--- config.mk ---
export PLATFORM = sky130hd
export DESIGN_NAME = fault_isolation_ctrl
export DESIGN_NICKNAME = d
export VERILOG_FILES = /design/src/rtl/fault_cfg_pkg.sv /design/src/rtl/fault_isolation_ctrl.sv
export SDC_FILE = /design/constraint.sdc
export NUM_CORES = 1
export LEC_CHECK = 0
export BUFFER_PORTS_ARGS = -buffer_cell sky130_fd_sc_hd__buf_2
export CORE_ASPECT_RATIO = 0.6
export CORE_MARGIN = 2
export CORE_UTILIZATION = 40
export CTS_CLUSTER_DIAMETER = 150
export DETAILED_ROUTE_END_ITERATION = 7
export PLACE_DENSITY = 0.66
export SYNTH_ARGS = -nofsm -noshare
export SYNTH_HDL_FRONTEND = slang
export SYNTH_SLANG_ARGS = --single-unit
--- constraint.sdc ---
create_clock -name clk_in -period 8.9 [get_ports clk_in]
set_clock_uncertainty 0.2 [all_clocks]
set_input_delay 2.67 -clock clk_in [delete_from_list [all_inputs] [get_ports clk_in]]
set_output_delay 2.67 -clock clk_in [all_outputs]
set_load 0.02 [all_outputs]
--- src/rtl/fault_cfg_pkg.sv ---
// Register map, field layout, carrier types and timing constants of the fault and isolation block
package fault_cfg_pkg;

  localparam logic [7:0] CFG_OFFSET = 8'h00;
  localparam logic [7:0] STATUS_OFFSET = 8'h04;
  localparam logic [7:0] STATE_OFFSET = 8'h08;

  // Configuration word field positions
  localparam int TOPOLOGY_SELECT_BIT = 0;
  localparam int SENSE_SWITCH_EN_BIT = 1;
  localparam int FAULT_PIN_FUNCTION_LSB = 2;
  localparam int EXT_TRIGGER_PIN_MASK_BIT = 4;
  localparam int EXT_TRIG_BRIDGE_ACTION_BIT = 5;
  localparam int EXT_TRIG_REVERSE_ACTION_BIT = 6;
  localparam int EXT_TRIG_PHASE_ACTION_BIT = 7;
  localparam int CURRENT_DEPENDENT_ISOLATION_BIT = 8;
  localparam int NEG_OVERCURRENT_THRESHOLD_LSB = 16;
  localparam logic [31:0] CFG_WRITABLE_MASK = 32'h007f_01ff;
  localparam logic [31:0] CFG_RESET = 32'h0000_0000;

  // Status word bit positions, all write-one-to-clear
  localparam int POWER_ON_RESET_FLAG_BIT = 0;
  localparam int SERIAL_ERROR_FLAG_BIT = 1;
  localparam int TEMP_WARNING_FLAG_BIT = 2;
  localparam int EXT_TRIGGER_FAULT_BIT = 3;
  localparam int PUMP_UNDERVOLTAGE_FLAG_BIT = 4;
  localparam int NEG_OVERCURRENT_FLAG_BIT = 5;
  localparam int POS_OVERCURRENT_FLAG_BIT = 6;
  localparam int WATCHDOG_TIMEOUT_FLAG_BIT = 7;
  localparam int BRIDGE_POS_UV_FLAG_BIT = 8;
  localparam int BRIDGE_NEG_UV_FLAG_BIT = 9;
  localparam int REVERSE_GATE_UV_FLAG_BIT = 10;
  localparam int STATUS_WIDTH = 11;
  localparam logic [STATUS_WIDTH-1:0] STATUS_RESET = 11'h001;
  // Flags that pull the fault pin; the external trigger is gated separately by its mask
  localparam logic [STATUS_WIDTH-1:0] PIN_FAULT_MASK = 11'h7f2;

  // Fault pin functions
  localparam logic [1:0] PIN_FUNC_FAULT_FLAG = 2'h0;
  localparam logic [1:0] PIN_FUNC_CLOCK_OUT = 2'h1;

  // Timing
  localparam int CLK_FREQ_MHZ = 125;
  localparam int TRIGGER_BLANK_US = 10;
  localparam int TRIGGER_BLANK_CYCLES = TRIGGER_BLANK_US * CLK_FREQ_MHZ;
  localparam int BLANK_COUNT_WIDTH = 11;
  localparam int CLOCK_OUT_HALF_CYCLES = 4;

  // Threshold is field value plus one, in 1 mV steps
  localparam int THRESHOLD_WIDTH = 7;
  localparam int MONITOR_MV_WIDTH = 8;

  typedef struct packed {
    logic serial_error;
    logic pump_undervoltage;
    logic neg_overcurrent;
    logic pos_overcurrent;
    logic watchdog_timeout;
    logic bridge_pos_uv;
    logic bridge_neg_uv;
    logic reverse_gate_uv;
    logic temp_warning;
  } fault_event_type;

  typedef struct packed {
    logic bridge_off;
    logic reverse_off;
    logic [2:0] phase_hold_off;
  } isolation_action_type;

endpackage

--- src/rtl/fault_isolation_ctrl.sv ---
// Fault pin, topology selection, sense switch and isolation fault actions behind an APB slave
// What this block does
// - Topology select bit 1 picks common drain, 0 picks common source.
// - Topology select resets to common source.
// - Reverse gate output inverts in common drain, else normal polarity.
// - In common drain the reverse status shows the reverse MOSFET state.
// - In common drain the reverse gate undervoltage fault is never flagged.
// - Sense switch closed while its enable bit is 1, open at 0.
// - Sense switch stays open during sleep regardless of enable.
// - Faults go to pin and status, except warning, reset flag, overvoltage.
// - Two-bit function field: flag, clock output, or input-only pin.
// - Fault flag pin low while any fault present or latched; default function.
// - Clock function outputs square wave derived from the internal clock.
// - External low on an undriven pin latches the external trigger fault.
// - Unmasked trigger holds pin low until its flag is cleared.
// - Trigger latches bridge driver off when bridge action bit is 1.
// - Trigger latches reverse driver off at once if action 1, isolation 0.
// - With current-dependent isolation, reverse goes off once current exceeds threshold.
// - Reverse action bit 0 keeps reverse driver on after a trigger.
// - Phase action 1 keeps already-off phase drivers off until trigger cleared.
// - Trigger detection ignored for 10 us after the device releases the pin.
// - Every register write returns the status word on the serial output.
// - Fault bits stay latched until the host writes 1 to them.
// - Logic overvoltage pulls pin low, unmaskable, with no status bit.
// - After reset, configuration is at defaults, faults clear, reset flag set.
// - Negative overcurrent threshold is a 7-bit field plus one millivolt.
//
// The placing of the registers and the APB register port are this design's own decisions.
module fault_isolation_ctrl (
  input wire logic clk_in,
  input wire logic rst_in,
  input wire logic ce_in,
  input wire logic psel,
  input wire logic penable,
  input wire logic pwrite,
  input wire logic [7:0] paddr,
  input wire logic [31:0] pwdata,
  output logic [31:0] prdata,
  output logic pready,
  output logic pslverr,
  input wire fault_cfg_pkg::fault_event_type fault_events_in,
  input wire logic logic_overvoltage_in,
  input wire logic sleep_in,
  input wire logic reverse_gate_cmd_in,
  input wire logic reverse_mosfet_state_in,
  input wire logic reverse_gate_monitor_in,
  input wire logic [2:0] phase_off_in,
  input wire logic [7:0] neg_overcurrent_mv_in,
  input wire logic fault_pin_in,
  output logic fault_pin_out,
  output logic fault_pin_oe_out,
  output logic reverse_gate_out,
  output logic reverse_driver_state_out,
  output logic sense_switch_out,
  output fault_cfg_pkg::isolation_action_type isolation_out,
  output logic [31:0] status_echo_out,
  output logic status_echo_valid_out
);

  typedef enum logic [2:0] {
    REV_ON = 3'b001,
    REV_WAIT_CURRENT = 3'b010,
    REV_OFF = 3'b100
  } reverse_state_type;

  logic [31:0] cfg_r;
  logic [fault_cfg_pkg::STATUS_WIDTH-1:0] status_r;
  logic [fault_cfg_pkg::STATUS_WIDTH-1:0] status_nxt;
  logic [fault_cfg_pkg::STATUS_WIDTH-1:0] status_set;
  logic [fault_cfg_pkg::STATUS_WIDTH-1:0] status_clr;
  reverse_state_type rev_state_r;
  logic pin_sync1_r;
  logic pin_sync2_r;
  logic oe_prev_r;
  logic [fault_cfg_pkg::BLANK_COUNT_WIDTH-1:0] blank_cnt_r;
  logic [2:0] clk_div_r;
  logic clk_wave_r;
  logic trigger_detect;
  logic pin_pull_low;
  logic setup_phase;
  logic access_done;
  logic bus_write;
  logic cfg_sel;
  logic status_sel;
  logic state_sel;
  logic common_drain;
  logic [1:0] pin_function;
  logic [7:0] threshold_mv;
  logic ext_flag_cleared;

  assign setup_phase = psel && !penable;
  assign access_done = psel && penable && pready;
  assign bus_write = access_done && pwrite;
  assign cfg_sel = paddr == fault_cfg_pkg::CFG_OFFSET;
  assign status_sel = paddr == fault_cfg_pkg::STATUS_OFFSET;
  assign state_sel = paddr == fault_cfg_pkg::STATE_OFFSET;
  assign common_drain = cfg_r[fault_cfg_pkg::TOPOLOGY_SELECT_BIT];
  assign pin_function = cfg_r[fault_cfg_pkg::FAULT_PIN_FUNCTION_LSB +: 2];
  // Field plus one millivolt; widening first so 127 does not wrap
  assign threshold_mv = {1'b0, cfg_r[fault_cfg_pkg::NEG_OVERCURRENT_THRESHOLD_LSB +:
    fault_cfg_pkg::THRESHOLD_WIDTH]} + 8'h01;
  assign ext_flag_cleared = !status_r[fault_cfg_pkg::EXT_TRIGGER_FAULT_BIT];

  // APB slave: data is prepared in the setup cycle so the answer comes from flops
  always_ff @(posedge clk_in or posedge rst_in)
  begin
    if (rst_in)
    begin
      pready <= 1'b0;
      pslverr <= 1'b0;
      prdata <= 32'h0000_0000;
    end
    else if (ce_in)
    begin
      pready <= setup_phase;
      pslverr <= setup_phase && !(cfg_sel || status_sel || state_sel);
      if (setup_phase && !pwrite)
      begin
        if (cfg_sel)
          prdata <= cfg_r;
        else if (status_sel)
          prdata <= {{(32 - fault_cfg_pkg::STATUS_WIDTH){1'b0}}, status_r};
        else if (state_sel)
          prdata <= {25'h000_0000, rev_state_r == REV_OFF, reverse_driver_state_out,
            isolation_out};
        else
          prdata <= 32'h0000_0000;
      end
    end
  end

  // Configuration register
  always_ff @(posedge clk_in or posedge rst_in)
  begin
    if (rst_in)
      cfg_r <= fault_cfg_pkg::CFG_RESET;
    else if (ce_in && bus_write && cfg_sel)
      cfg_r <= pwdata & fault_cfg_pkg::CFG_WRITABLE_MASK;
  end

  // Status echo on every write
  always_ff @(posedge clk_in or posedge rst_in)
  begin
    if (rst_in)
    begin
      status_echo_out <= 32'h0000_0000;
      status_echo_valid_out <= 1'b0;
    end
    else if (ce_in)
    begin
      status_echo_valid_out <= bus_write;
      if (bus_write)
        status_echo_out <= {{(32 - fault_cfg_pkg::STATUS_WIDTH){1'b0}}, status_r};
    end
  end

  // Status flags: set wins over a write-one clear
  always_comb
  begin
    status_set = '0;
    status_set[fault_cfg_pkg::SERIAL_ERROR_FLAG_BIT] = fault_events_in.serial_error;
    status_set[fault_cfg_pkg::TEMP_WARNING_FLAG_BIT] = fault_events_in.temp_warning;
    status_set[fault_cfg_pkg::EXT_TRIGGER_FAULT_BIT] = trigger_detect;
    status_set[fault_cfg_pkg::PUMP_UNDERVOLTAGE_FLAG_BIT] = fault_events_in.pump_undervoltage;
    status_set[fault_cfg_pkg::NEG_OVERCURRENT_FLAG_BIT] = fault_events_in.neg_overcurrent;
    status_set[fault_cfg_pkg::POS_OVERCURRENT_FLAG_BIT] = fault_events_in.pos_overcurrent;
    status_set[fault_cfg_pkg::WATCHDOG_TIMEOUT_FLAG_BIT] = fault_events_in.watchdog_timeout;
    status_set[fault_cfg_pkg::BRIDGE_POS_UV_FLAG_BIT] = fault_events_in.bridge_pos_uv;
    status_set[fault_cfg_pkg::BRIDGE_NEG_UV_FLAG_BIT] = fault_events_in.bridge_neg_uv;
    status_set[fault_cfg_pkg::REVERSE_GATE_UV_FLAG_BIT] =
      fault_events_in.reverse_gate_uv && !common_drain;
    status_clr = (bus_write && status_sel) ?
      pwdata[fault_cfg_pkg::STATUS_WIDTH-1:0] : '0;
    status_nxt = (status_r & ~status_clr) | status_set;
  end

  always_ff @(posedge clk_in or posedge rst_in)
  begin
    if (rst_in)
      status_r <= fault_cfg_pkg::STATUS_RESET;
    else if (ce_in)
      status_r <= status_nxt;
  end

  // Two-stage synchroniser for the pin input
  always_ff @(posedge clk_in or posedge rst_in)
  begin
    if (rst_in)
    begin
      pin_sync1_r <= 1'b1;
      pin_sync2_r <= 1'b1;
    end
    else if (ce_in)
    begin
      pin_sync1_r <= fault_pin_in;
      pin_sync2_r <= pin_sync1_r;
    end
  end

  // Blanking after our own release, so the slow rising edge is not seen as a trigger
  always_ff @(posedge clk_in or posedge rst_in)
  begin
    if (rst_in)
    begin
      oe_prev_r <= 1'b0;
      blank_cnt_r <= '0;
    end
    else if (ce_in)
    begin
      oe_prev_r <= fault_pin_oe_out;
      if (oe_prev_r && !fault_pin_oe_out)
        blank_cnt_r <= fault_cfg_pkg::BLANK_COUNT_WIDTH'(fault_cfg_pkg::TRIGGER_BLANK_CYCLES);
      else if (blank_cnt_r != '0)
        blank_cnt_r <= blank_cnt_r - fault_cfg_pkg::BLANK_COUNT_WIDTH'(1);
    end
  end

  // Synchroniser lag is covered because a release always reloads the blanking count
  assign trigger_detect = !pin_sync2_r && !fault_pin_oe_out && !oe_prev_r &&
    blank_cnt_r == '0;

  // Fault pin drive: only pin faults, the unmasked trigger and overvoltage pull it
  assign pin_pull_low = |(status_r & fault_cfg_pkg::PIN_FAULT_MASK) ||
    (status_r[fault_cfg_pkg::EXT_TRIGGER_FAULT_BIT] &&
     !cfg_r[fault_cfg_pkg::EXT_TRIGGER_PIN_MASK_BIT]) ||
    logic_overvoltage_in;

  always_ff @(posedge clk_in or posedge rst_in)
  begin
    if (rst_in)
    begin
      clk_div_r <= 3'h0;
      clk_wave_r <= 1'b0;
    end
    else if (ce_in)
    begin
      if (clk_div_r == 3'(fault_cfg_pkg::CLOCK_OUT_HALF_CYCLES - 1))
      begin
        clk_div_r <= 3'h0;
        clk_wave_r <= !clk_wave_r;
      end
      else
        clk_div_r <= clk_div_r + 3'h1;
    end
  end

  // Open drain: the pad value is always low, the enable does the work
  always_ff @(posedge clk_in or posedge rst_in)
  begin
    if (rst_in)
    begin
      fault_pin_out <= 1'b0;
      fault_pin_oe_out <= 1'b1;
    end
    else if (ce_in)
    begin
      fault_pin_out <= 1'b0;
      if (logic_overvoltage_in)
        fault_pin_oe_out <= 1'b1;
      else
      begin
        case (pin_function)
          fault_cfg_pkg::PIN_FUNC_FAULT_FLAG: fault_pin_oe_out <= pin_pull_low;
          fault_cfg_pkg::PIN_FUNC_CLOCK_OUT: fault_pin_oe_out <= !clk_wave_r;
          default: fault_pin_oe_out <= 1'b0;
        endcase
      end
    end
  end

  // Reverse driver isolation after a trigger
  always_ff @(posedge clk_in or posedge rst_in)
  begin
    if (rst_in)
      rev_state_r <= REV_ON;
    else if (ce_in)
    begin
      case (rev_state_r)
        REV_ON:
        begin
          if (trigger_detect && cfg_r[fault_cfg_pkg::EXT_TRIG_REVERSE_ACTION_BIT])
          begin
            if (cfg_r[fault_cfg_pkg::CURRENT_DEPENDENT_ISOLATION_BIT])
              rev_state_r <= REV_WAIT_CURRENT;
            else
              rev_state_r <= REV_OFF;
          end
        end
        REV_WAIT_CURRENT:
        begin
          if (ext_flag_cleared)
            rev_state_r <= REV_ON;
          else if (neg_overcurrent_mv_in > threshold_mv)
            rev_state_r <= REV_OFF;
        end
        REV_OFF:
        begin
          if (ext_flag_cleared)
            rev_state_r <= REV_ON;
        end
        default: rev_state_r <= REV_ON;
      endcase
    end
  end

  // Isolation latches in one process, so the output word has a single driver
  always_ff @(posedge clk_in or posedge rst_in)
  begin
    if (rst_in)
    begin
      isolation_out.bridge_off <= 1'b0;
      isolation_out.phase_hold_off <= 3'h0;
      isolation_out.reverse_off <= 1'b0;
    end
    else if (ce_in)
    begin
      isolation_out.reverse_off <= rev_state_r == REV_OFF;
      if (trigger_detect)
      begin
        isolation_out.bridge_off <= cfg_r[fault_cfg_pkg::EXT_TRIG_BRIDGE_ACTION_BIT];
        isolation_out.phase_hold_off <= phase_off_in &
          {3{cfg_r[fault_cfg_pkg::EXT_TRIG_PHASE_ACTION_BIT]}};
      end
      else if (ext_flag_cleared)
      begin
        isolation_out.bridge_off <= 1'b0;
        isolation_out.phase_hold_off <= 3'h0;
      end
    end
  end

  always_ff @(posedge clk_in or posedge rst_in)
  begin
    if (rst_in)
    begin
      reverse_gate_out <= 1'b0;
      reverse_driver_state_out <= 1'b0;
      sense_switch_out <= 1'b0;
    end
    else if (ce_in)
    begin
      // Reverse gate follows the command unless isolation holds it off
      reverse_gate_out <= (reverse_gate_cmd_in && rev_state_r != REV_OFF) ^
        common_drain;
      reverse_driver_state_out <= common_drain ? reverse_mosfet_state_in :
        reverse_gate_monitor_in;
      sense_switch_out <= cfg_r[fault_cfg_pkg::SENSE_SWITCH_EN_BIT] && !sleep_in;
    end
  end

  a_topology_polarity: assert property (@(posedge clk_in) disable iff (rst_in)
    ce_in && rev_state_r != REV_OFF ##1 ce_in |->
    reverse_gate_out == ($past(reverse_gate_cmd_in) ^ $past(common_drain)))
    else $error("Reverse gate polarity wrong");

  a_cd_gate_uv: assert property (@(posedge clk_in) disable iff (rst_in)
    ce_in && common_drain && !status_r[fault_cfg_pkg::REVERSE_GATE_UV_FLAG_BIT] &&
    !(bus_write && cfg_sel) |=> !status_r[fault_cfg_pkg::REVERSE_GATE_UV_FLAG_BIT])
    else $error("Reverse gate undervoltage flagged in common drain");

  a_sleep_switch: assert property (@(posedge clk_in) disable iff (rst_in)
    ce_in && sleep_in |=> !sense_switch_out)
    else $error("Sense switch closed in sleep");

  a_flag_pin_low: assert property (@(posedge clk_in) disable iff (rst_in)
    ce_in && pin_function == fault_cfg_pkg::PIN_FUNC_FAULT_FLAG &&
    (status_r & fault_cfg_pkg::PIN_FAULT_MASK) != '0 |=> fault_pin_oe_out)
    else $error("Fault pin released while a fault is latched");

  a_trigger_latch: assert property (@(posedge clk_in) disable iff (rst_in)
    ce_in && trigger_detect |=> status_r[fault_cfg_pkg::EXT_TRIGGER_FAULT_BIT])
    else $error("External trigger not latched");

  a_blank_window: assert property (@(posedge clk_in) disable iff (rst_in)
    ce_in && oe_prev_r && !fault_pin_oe_out |=>
    blank_cnt_r == fault_cfg_pkg::BLANK_COUNT_WIDTH'(fault_cfg_pkg::TRIGGER_BLANK_CYCLES) &&
    !trigger_detect)
    else $error("Trigger blanking not started");

  a_reverse_immediate: assert property (@(posedge clk_in) disable iff (rst_in)
    ce_in && rev_state_r == REV_ON && trigger_detect &&
    cfg_r[fault_cfg_pkg::EXT_TRIG_REVERSE_ACTION_BIT] &&
    !cfg_r[fault_cfg_pkg::CURRENT_DEPENDENT_ISOLATION_BIT] ##1 ce_in [*2] |->
    isolation_out.reverse_off)
    else $error("Reverse driver not isolated after trigger");

  a_w1c_hold: assert property (@(posedge clk_in) disable iff (rst_in)
    ce_in && status_r[fault_cfg_pkg::SERIAL_ERROR_FLAG_BIT] &&
    !(bus_write && status_sel && pwdata[fault_cfg_pkg::SERIAL_ERROR_FLAG_BIT]) |=>
    status_r[fault_cfg_pkg::SERIAL_ERROR_FLAG_BIT])
    else $error("Latched flag lost without a clear");

  a_set_wins: assert property (@(posedge clk_in) disable iff (rst_in)
    ce_in && fault_events_in.watchdog_timeout && bus_write && status_sel |=>
    status_r[fault_cfg_pkg::WATCHDOG_TIMEOUT_FLAG_BIT])
    else $error("Clear beat an active fault");

  a_write_echo: assert property (@(posedge clk_in) disable iff (rst_in)
    ce_in && bus_write |=> status_echo_valid_out &&
    status_echo_out[fault_cfg_pkg::STATUS_WIDTH-1:0] == $past(status_r))
    else $error("Status not echoed on write");

  a_overvoltage_pin: assert property (@(posedge clk_in) disable iff (rst_in)
    ce_in && logic_overvoltage_in |=> fault_pin_oe_out)
    else $error("Overvoltage did not pull the fault pin");

endmodule

==> results of run 1 <==
## cells by family after synthesis
kind of cell             Yosys count  share of synthesized area (%)
AO/OA/AOI/OAI                     82                           12.5
XOR/XNOR                          14                           2.73
adder cells (fa/ha/maj)           11                           3.06
buffers and inverters             66                           9.01
flip-flops                        89                           49.7
multiplexers                      35                           8.54
other                              1                         0.0834
AND/OR/NAND/NOR                  113                           14.5
## area by class of cell
| type | instances | area, um^2 |
|---|---|---|
| sequential | 89 | 2230 |
| tap | 139 | 174 |
| timing repair buffer | 101 | 513 |
| clock buffer | 14 | 264 |
| inverter | 15 | 57.6 |
| antenna | 1 | 2.50 |
| multi-input combinational | 291 | 1990 |
| fill | 982 | 5490 |
| clock inverter | 2 | 13.8 |
## power groups by stage
| stage | clock network [mW] | logic, mW | registers, mW |
|---|---|---|---|
| after CTS | 0.359 | 0.178 | 0.498 |
| after global routing | 0.379 | 0.197 | 0.505 |
| after detailed placement | 0 | 0.176 | 0.505 |
| final | 0.353 | 0.177 | 0.498 |
| after floorplan | 0 | 0.129 | 0.509 |
| after global placement | 0 | 0.171 | 0.502 |
## sequential cells by signal, summed over array words and instances, names as in the netlist
signal	cells
status_echo_valid_out	1
sense_switch_out	1
rev_state_r	3
pin_sync2_r	1
isolation_out	5
pin_sync1_r	1
oe_prev_r	1
clk_div_r	3
prdata	18
reverse_gate_out	1
pready	1
status_echo_out	11
pslverr	1
status_r	11
clk_wave_r	1
blank_cnt_r	11
reverse_driver_state_out	1
fault_pin_oe_out	1
cfg_r	16
## cells in the final DEF (no fill, tap or decap), drive strengths merged, types with 2 or more instances in the layout
cell type,instances
buf,101
dfrtp,84
nand2,39
conb,36
mux2,27
a22o,24
nor2,21
o21ai,20
a21oi,17
inv,14
clkbuf,14
nand3,13
ha,11
xnor2,9
mux2i,8
nor4,7
xor2,5
dfstp,5
a21o,4
nand4,4
nor2b,4
nor4b,4
nand3b,3
or3,3
nand2b,3
a22oi,3
nor3,3
clkinv,3
and3,2
o2bb2ai,2
a31oi,2
## worst min path at each step
stage	to	cells past startpoint	from	slack [ns]
floorplan	clk_wave_r$_DFFE_PP0P_	1	clk_wave_r$_DFFE_PP0P_	0.24
global placement	clk_wave_r$_DFFE_PP0P_	1	clk_wave_r$_DFFE_PP0P_	0.26
detailed placement	clk_wave_r$_DFFE_PP0P_	1	clk_wave_r$_DFFE_PP0P_	0.26
CTS	clk_wave_r$_DFFE_PP0P_	1	clk_wave_r$_DFFE_PP0P_	0.28
global route	clk_wave_r$_DFFE_PP0P_	1	clk_wave_r$_DFFE_PP0P_	0.30
finish	clk_wave_r$_DFFE_PP0P_	1	clk_wave_r$_DFFE_PP0P_	0.28
## layer usage
metal  global-route usage, %  part of all wire [%]
met5                       0                     0
met4                    5.55                   1.2
met1                    27.2                    49
met3                    5.58                   7.2
met2                    27.2                    43
==> summary.txt, run 1 <==
Floorplan
  • Placeable Area: 10700 um^2
  • I/O pin cnt: 149
  • Die extent in x: 141 um
  • Initial Util: 41.9%
  • Rows: 29
  • Chip height: 86.1 um
  • Die Area: 12100 um^2

STA
  • Post-Route Setup TNS: 0 ns
  • Final Max Slew Viols: 0
  • Final setup margin: 3.61 ns
  • Hold Fails Final Rpt: 0
  • Hold slack: 0.277 ns
  • Rel. slew slack: 26.9%
  • Max frequency: 189 MHz
  • RSZ-0062 raised after global routing: false
  • Tmin final: 5.29 ns
  • Final Setup Violations: 0
  • Worst Tran Pin Value: 1.10 ns
  • Period utilization: 59.5%

Global routing
  • All-Layer GR Usage: 18.8%
  • Total global routing overflow: 0
  • Vias in the first global route: 3301
  • Pin count of the biggest net entering global routing: 90
  • First-pass GRT wire length: 17.4 mm
  • Initial antenna violation count: 1

Setup path
  • Worst path max stage delay: 0.55 ns
  • R2R depth: 10
  • Critical path, cell by cell: buf_2 -> inv_1 -> nor2_1 -> buf_4 -> nor4b_4 -> buf_4 -> mux2_2
  • Most used cell, CP: buf_4
  • Startpoint types: primary input
  • Reg2reg setup slack: 6.39 ns
  • Max FO, Critical Path: 38
  • Crit path arrival time: 5.32 ns
  • CP top delay family: buffers and inverters
  • CP required: 8.92 ns
  • CP max-delay cell: buf_2
  • CP endpoint kind: flip-flop
  • Worst path bufs/invs: 4
  • Critical Path End: cfg_r[1]$_DFFE_PP0P_
  • CP Launch Point: ce_in
  • CP Depth: 7
  • Worst R2R Start: cfg_r[17]$_DFFE_PP0P_
  • Reg2reg end: rev_state_r[1]$_DFFE_PP0P_
  • Crit path kind: in -> reg

Pwr
  • Internal power: 0.733 mW
  • Power Dens Cells: 196 nW/um^2
  • IR drop worst, VDD: 0.115 mV
  • Leakage power: 2.58 nW
  • Combinational cell fraction of total power: 17.2%
  • Seq pwr share: 48.5%
  • Sw frac: 28.7%
  • Power, Total: 1.03 mW
  • Clk pwr share: 34.3%
  • Sw Pwr: 0.295 mW

Cells and area
  • Nets: 590
  • Util after Layout: 48.9%
  • Final Non-Filler Cells: 652
  • Synth-to-Final Area Change: 16.7%
  • Share of layout cells above drive strength 1: 30.7%
  • Cell area after layout: 5250 um^2

Worst hold path
  • Min-Delay Path Class: reg -> reg

Logic synthesis
  • Post-synth top area cell: dfrtp_1
  • EDFF count, synth: 0
  • Syn Inst Count: 411
  • Synth cell types: 55
  • Netlist Area Pre-Place: 4500 um^2
  • Post-synth ARST share: 100%
  • Avg Cell Area, Syn: 10.9 um^2
  • Commonest cells in the netlist: dfrtp_1 (84), buf_4 (38), nand2_1 (38)
  • Most used DFF post-synth: dfrtp_1
  • Yosys warns: 0
  • Seq/Total Area, Yosys: 49.7%
  • Post-synthesis register bit count: 89
  • Most common cell in the netlist: dfrtp_1
  • Top post-synthesis cells by area: dfrtp_1 (47%), mux2_2 (6.8%), buf_4 (6.3%)
  • Synth top area share: 46.7%

Placed design
  • Detail Placement HPWL: 8.13 mm
  • Placed Instances: 635
  • Placed inst area: 4970 um^2
  • Pre-CTS WS: 3.25 ns
  • GPL Wtd Cong: 0.830
  • Port bufs: 98

Outcome
  • Outcome: completed

Drt
  • Remaining DRCs: 0
  • Detailed Route WL: 10.8 mm
  • Vias per cell: 5.09
  • ANT nets after route: 0
  • Via Count: 3318
  • Routed len/inst: 16.6 um
  • Detailed Route Iter0 Violations: 194
  • Drt pass-1 iters: 5

Clocking
  • Root Driver: clkbuf_16
  • TritonCTS clock tree: done
  • Number of H-tree levels: 3
  • Clock Sinks: 89
  • Post-CTS Setup Inserts: 0
  • CTS max path bufs: 2
  • CTS buffer count: 9
  • Post-CTS sizing: 0
  • Worst skew pair latency: 0.34 ns
  • CTS hold repair buffers: 0
  • Clock transition at path regs: 0.06 ns

Run
  • Max Cap Viol: 0
Note: power is estimated with default switching activity, not from simulation.
==> run 2: changes to the inputs <==
--- a/config.mk
+++ b/config.mk
@@ -5,13 +5,14 @@
 export SDC_FILE = /design/constraint.sdc
 export NUM_CORES = 1
 export LEC_CHECK = 0
+export ABC_AREA = 1
 export BUFFER_PORTS_ARGS = -buffer_cell sky130_fd_sc_hd__buf_2
 export CORE_ASPECT_RATIO = 0.6
 export CORE_MARGIN = 2
 export CORE_UTILIZATION = 40
 export CTS_CLUSTER_DIAMETER = 150
 export DETAILED_ROUTE_END_ITERATION = 7
-export PLACE_DENSITY = 0.66
+export PLACE_DENSITY = 0.68
 export SYNTH_ARGS = -nofsm -noshare
 export SYNTH_HDL_FRONTEND = slang
 export SYNTH_SLANG_ARGS = --single-unit
==> constraint.sdc (replaced) <==
create_clock -name clk_in -period 4.5 [get_ports clk_in]
set_clock_uncertainty 0.2 [all_clocks]
set_input_delay 1.35 -clock clk_in [delete_from_list [all_inputs] [get_ports clk_in]]
set_output_delay 1.35 -clock clk_in [all_outputs]
set_load 0.02 [all_outputs]
==> run 2 against run 1 <==
Against the previous run:
- synthesized area increased by 5.3%
- sequential power is 100% higher
- via count rose by 16%
- clock power increased by 120%
- worst setup slack lost 1.8 ns
- wire length rose by 8.1%
- register-to-register slack worse by 4.3 ns
- non-clock buffer count is the same
- final cell count grew 22%
- global-route usage up 0.90 points
- highest routed layer unchanged
==> summary.txt, run 2 <==
Clocking
  • Clock Sinks: 89 (unchanged)
  • CTS hold repair buffers: 0 (unchanged)
  • Number of H-tree levels: 3 (unchanged)
  • Root Driver: clkbuf_16
  • CTS max path bufs: 2 (unchanged)
  • TritonCTS clock tree: done
  • Post-CTS sizing: 0 (unchanged)
  • Post-CTS Setup Inserts: 0 (unchanged)
  • Clock transition at path regs: 0.07 ns (about the same)
  • Worst skew pair latency: 0.35 ns (about the same)
  • CTS buffer count: 9 (unchanged)

Logic synthesis
  • Syn Inst Count: 534 (+30%)
  • Avg Cell Area, Syn: 8.87 um^2 (-19%)
  • Synth cell types: 41 (-25%)
  • Top post-synthesis cells by area: dfrtp_1 (44%), nand2_1 (8.3%), buf_4 (6.0%)
  • Most common cell in the netlist: nand2_1
  • Most used DFF post-synth: dfrtp_1
  • Post-synth ARST share: 100% (unchanged)
  • Netlist Area Pre-Place: 4740 um^2 (+5.3%)
  • Yosys warns: 0 (unchanged)
  • Commonest cells in the netlist: nand2_1 (105), dfrtp_1 (84), inv_1 (58)
  • Synth top area share: 44.4% (-2.3 points)
  • Post-synthesis register bit count: 89 (unchanged)
  • Post-synth top area cell: dfrtp_1
  • Seq/Total Area, Yosys: 47.2% (-2.5 points)
  • EDFF count, synth: 0 (unchanged)

Setup path
  • Worst path max stage delay: 0.33 ns (-0.22 ns)
  • Crit path kind: in -> reg
  • CP Launch Point: ce_in
  • CP max-delay cell: nor2_4
  • CP required: 4.53 ns (-4.39 ns)
  • Critical path, cell by cell: buf_2 -> nand2_2 -> nor2_2 -> inv_2 -> nor2_4 -> inv_2 -> nor2_4 -> o21a_1 -> a21oi_1
  • Crit path arrival time: 2.74 ns (-2.58 ns)
  • CP endpoint kind: flip-flop
  • Worst R2R Start: cfg_r[17]$_DFFE_PP0P_
  • Startpoint types: primary input
  • Max FO, Critical Path: 14 (-63%)

Floorplan
  • I/O pin cnt: 149 (unchanged)
  • Chip height: 88.3 um (+2.5%)
  • Die Area: 12800 um^2 (+5.1%)
  • Initial Util: 41.5% (-0.38 points)
  • Placeable Area: 11400 um^2 (+6.2%)
  • Rows: 30 (+3.4%)
  • Die extent in x: 144 um (+2.5%)

Drt
  • Vias per cell: 4.84 (-4.9%)
  • Detailed Route WL: 11.7 mm (+8.1%)
  • ANT nets after route: 0 (unchanged)
  • Drt pass-1 iters: 5 (unchanged)
  • Routed len/inst: 14.7 um (-11%)
  • Remaining DRCs: 0 (unchanged)
  • Detailed Route Iter0 Violations: 265 (+37%)
  • Via Count: 3854 (+16%)

STA
  • RSZ-0062 raised after global routing: false
  • Hold slack: 0.266 ns (-0.0108 ns)
  • Post-Route Setup TNS: 0 ns (unchanged)
  • Tmin final: 2.72 ns
  • Period utilization: 60.4%
  • Hold Fails Final Rpt: 0 (unchanged)
  • Worst Tran Pin Value: 0.559 ns (-0.537 ns)
  • Max frequency: 368 MHz
  • Rel. slew slack: 62.7% (+36 points)
  • Final Setup Violations: 0 (unchanged)
  • Final Max Slew Viols: 0 (unchanged)

Global routing
  • Total global routing overflow: 0 (unchanged)
  • Vias in the first global route: 3719 (+13%)
  • All-Layer GR Usage: 19.7% (+0.90 points)
  • First-pass GRT wire length: 19.1 mm (+10%)
  • Pin count of the biggest net entering global routing: 90 (unchanged)
  • Initial antenna violation count: 0 (-1)

Cells and area
  • Synth-to-Final Area Change: 16.6% (about the same)
  • Most common cell after layout, fill and taps aside: nand2_1
  • Antenna cells: 0 (-1)
  • Register with the most flip-flops: prdata
  • Biggest regs: prdata x18, cfg_r x16
  • Share of layout cells above drive strength 1: 27.8% (-2.8 points)
  • Commonest non-fill, non-tap cells in the layout: nand2_1 (105), buf_2 (98), dfrtp_1 (84)
  • Util after Layout: 48.4% (-0.48 points)
  • Largest register FFs: 18 (unchanged)
  • Nets: 714 (+21%)
  • Filler instances: 1098 (+12%)

Worst hold path
  • Min-Delay Path Class: reg -> reg
  • Min-delay src: pin_sync1_r$_DFFE_PP1P_

Placed design
  • Port bufs: 98 (unchanged)
  • GPL Wtd Cong: 0.844 (+1.6%)
  • Detail Placement HPWL: 8.65 mm (+6.4%)

Pwr
  • IR drop worst, VDD: 0.215 mV (+87%)
  • Power, Total: 2.26 mW (+120%)
  • Leakage power: 2.85 nW (+10%)
  • Power Dens Cells: 410 nW/um^2 (+110%)

Run
  • Max Cap Viol: 0 (unchanged)

Outcome
  • Outcome: completed
==> run 2: layer usage <==
layer	track usage [%]	wire length, um
met1	29.2	5800
met5	0	0
met4	4.85	104
met3	4.06	673
met2	29.8	5090
==> run 2: where the power goes <==
group / total [mW] / internal (mW) / switching, mW
Combinational: 0.484 / 0.171 / 0.314
Sequential: 1.01 / 0.919 / 0.0888
Clock: 0.772 / 0.446 / 0.326
Total: 2.26 / 1.54 / 0.728
==> run 2: final timing paths <==
path	endpoint	slack, ns	depth (start not counted)
min	pin_sync1_r$_DFFE_PP1P_	0.27	2
min reg2reg	pin_sync1_r$_DFFE_PP1P_	0.27	2
max in group asynchronous	status_r[0]$_DFFE_PP1P_	2.82	3
min in group asynchronous	blank_cnt_r[5]$_DFFE_PP0P_	0.89	3
max	prdata[0]$_DFFE_PP0P_	1.78	9
max reg2reg	rev_state_r[1]$_DFFE_PP0P_	2.05	14
==> run 2: kinds of logic (layout without fill, tap and decap cells) <==
kind of cell	count (synthesis)	after routing	synth area share, %
xor+xnor	10	10	1.85
fa+ha+maj	11	11	2.91
flops	89	89	47.2
other cells	1	36	0.0792
simple gates	211	211	20.8
mux	3	3	0.713
compound gates	98	98	13.7
buf+inv	111	178	12.8
==> run 2: critical path: cells and delay by family <==
| family | cells | cell delay, ns |
|---|---|---|
| buf+inv | 3 | 0.42 |
| simple gates | 4 | 0.76 |
| compound gates | 2 | 0.22 |
==> run 2: cell type report <==
type | count | area (um^2) | share of cell area, %
clock buffers | 10 | 239 | 4.33
clock inverters | 6 | 67.6 | 1.22
inverters | 61 | 230 | 4.17
multi-input cells | 369 | 2030 | 36.7
flip-flops and latches | 89 | 2230 | 40.4
well taps | 160 | 200 | 3.63
repair buffers | 101 | 526 | 9.52
==> run 2: metrics by stage <==
step	instances	instance area [um^2]	worst slack, ns
after global routing	796	5520	1.64
after global placement	780	5220	1.46
after detailed placement	780	5220	1.43
final	796	5520	1.78
after CTS	796	5520	1.79
after floorplan	569	4870	0.651
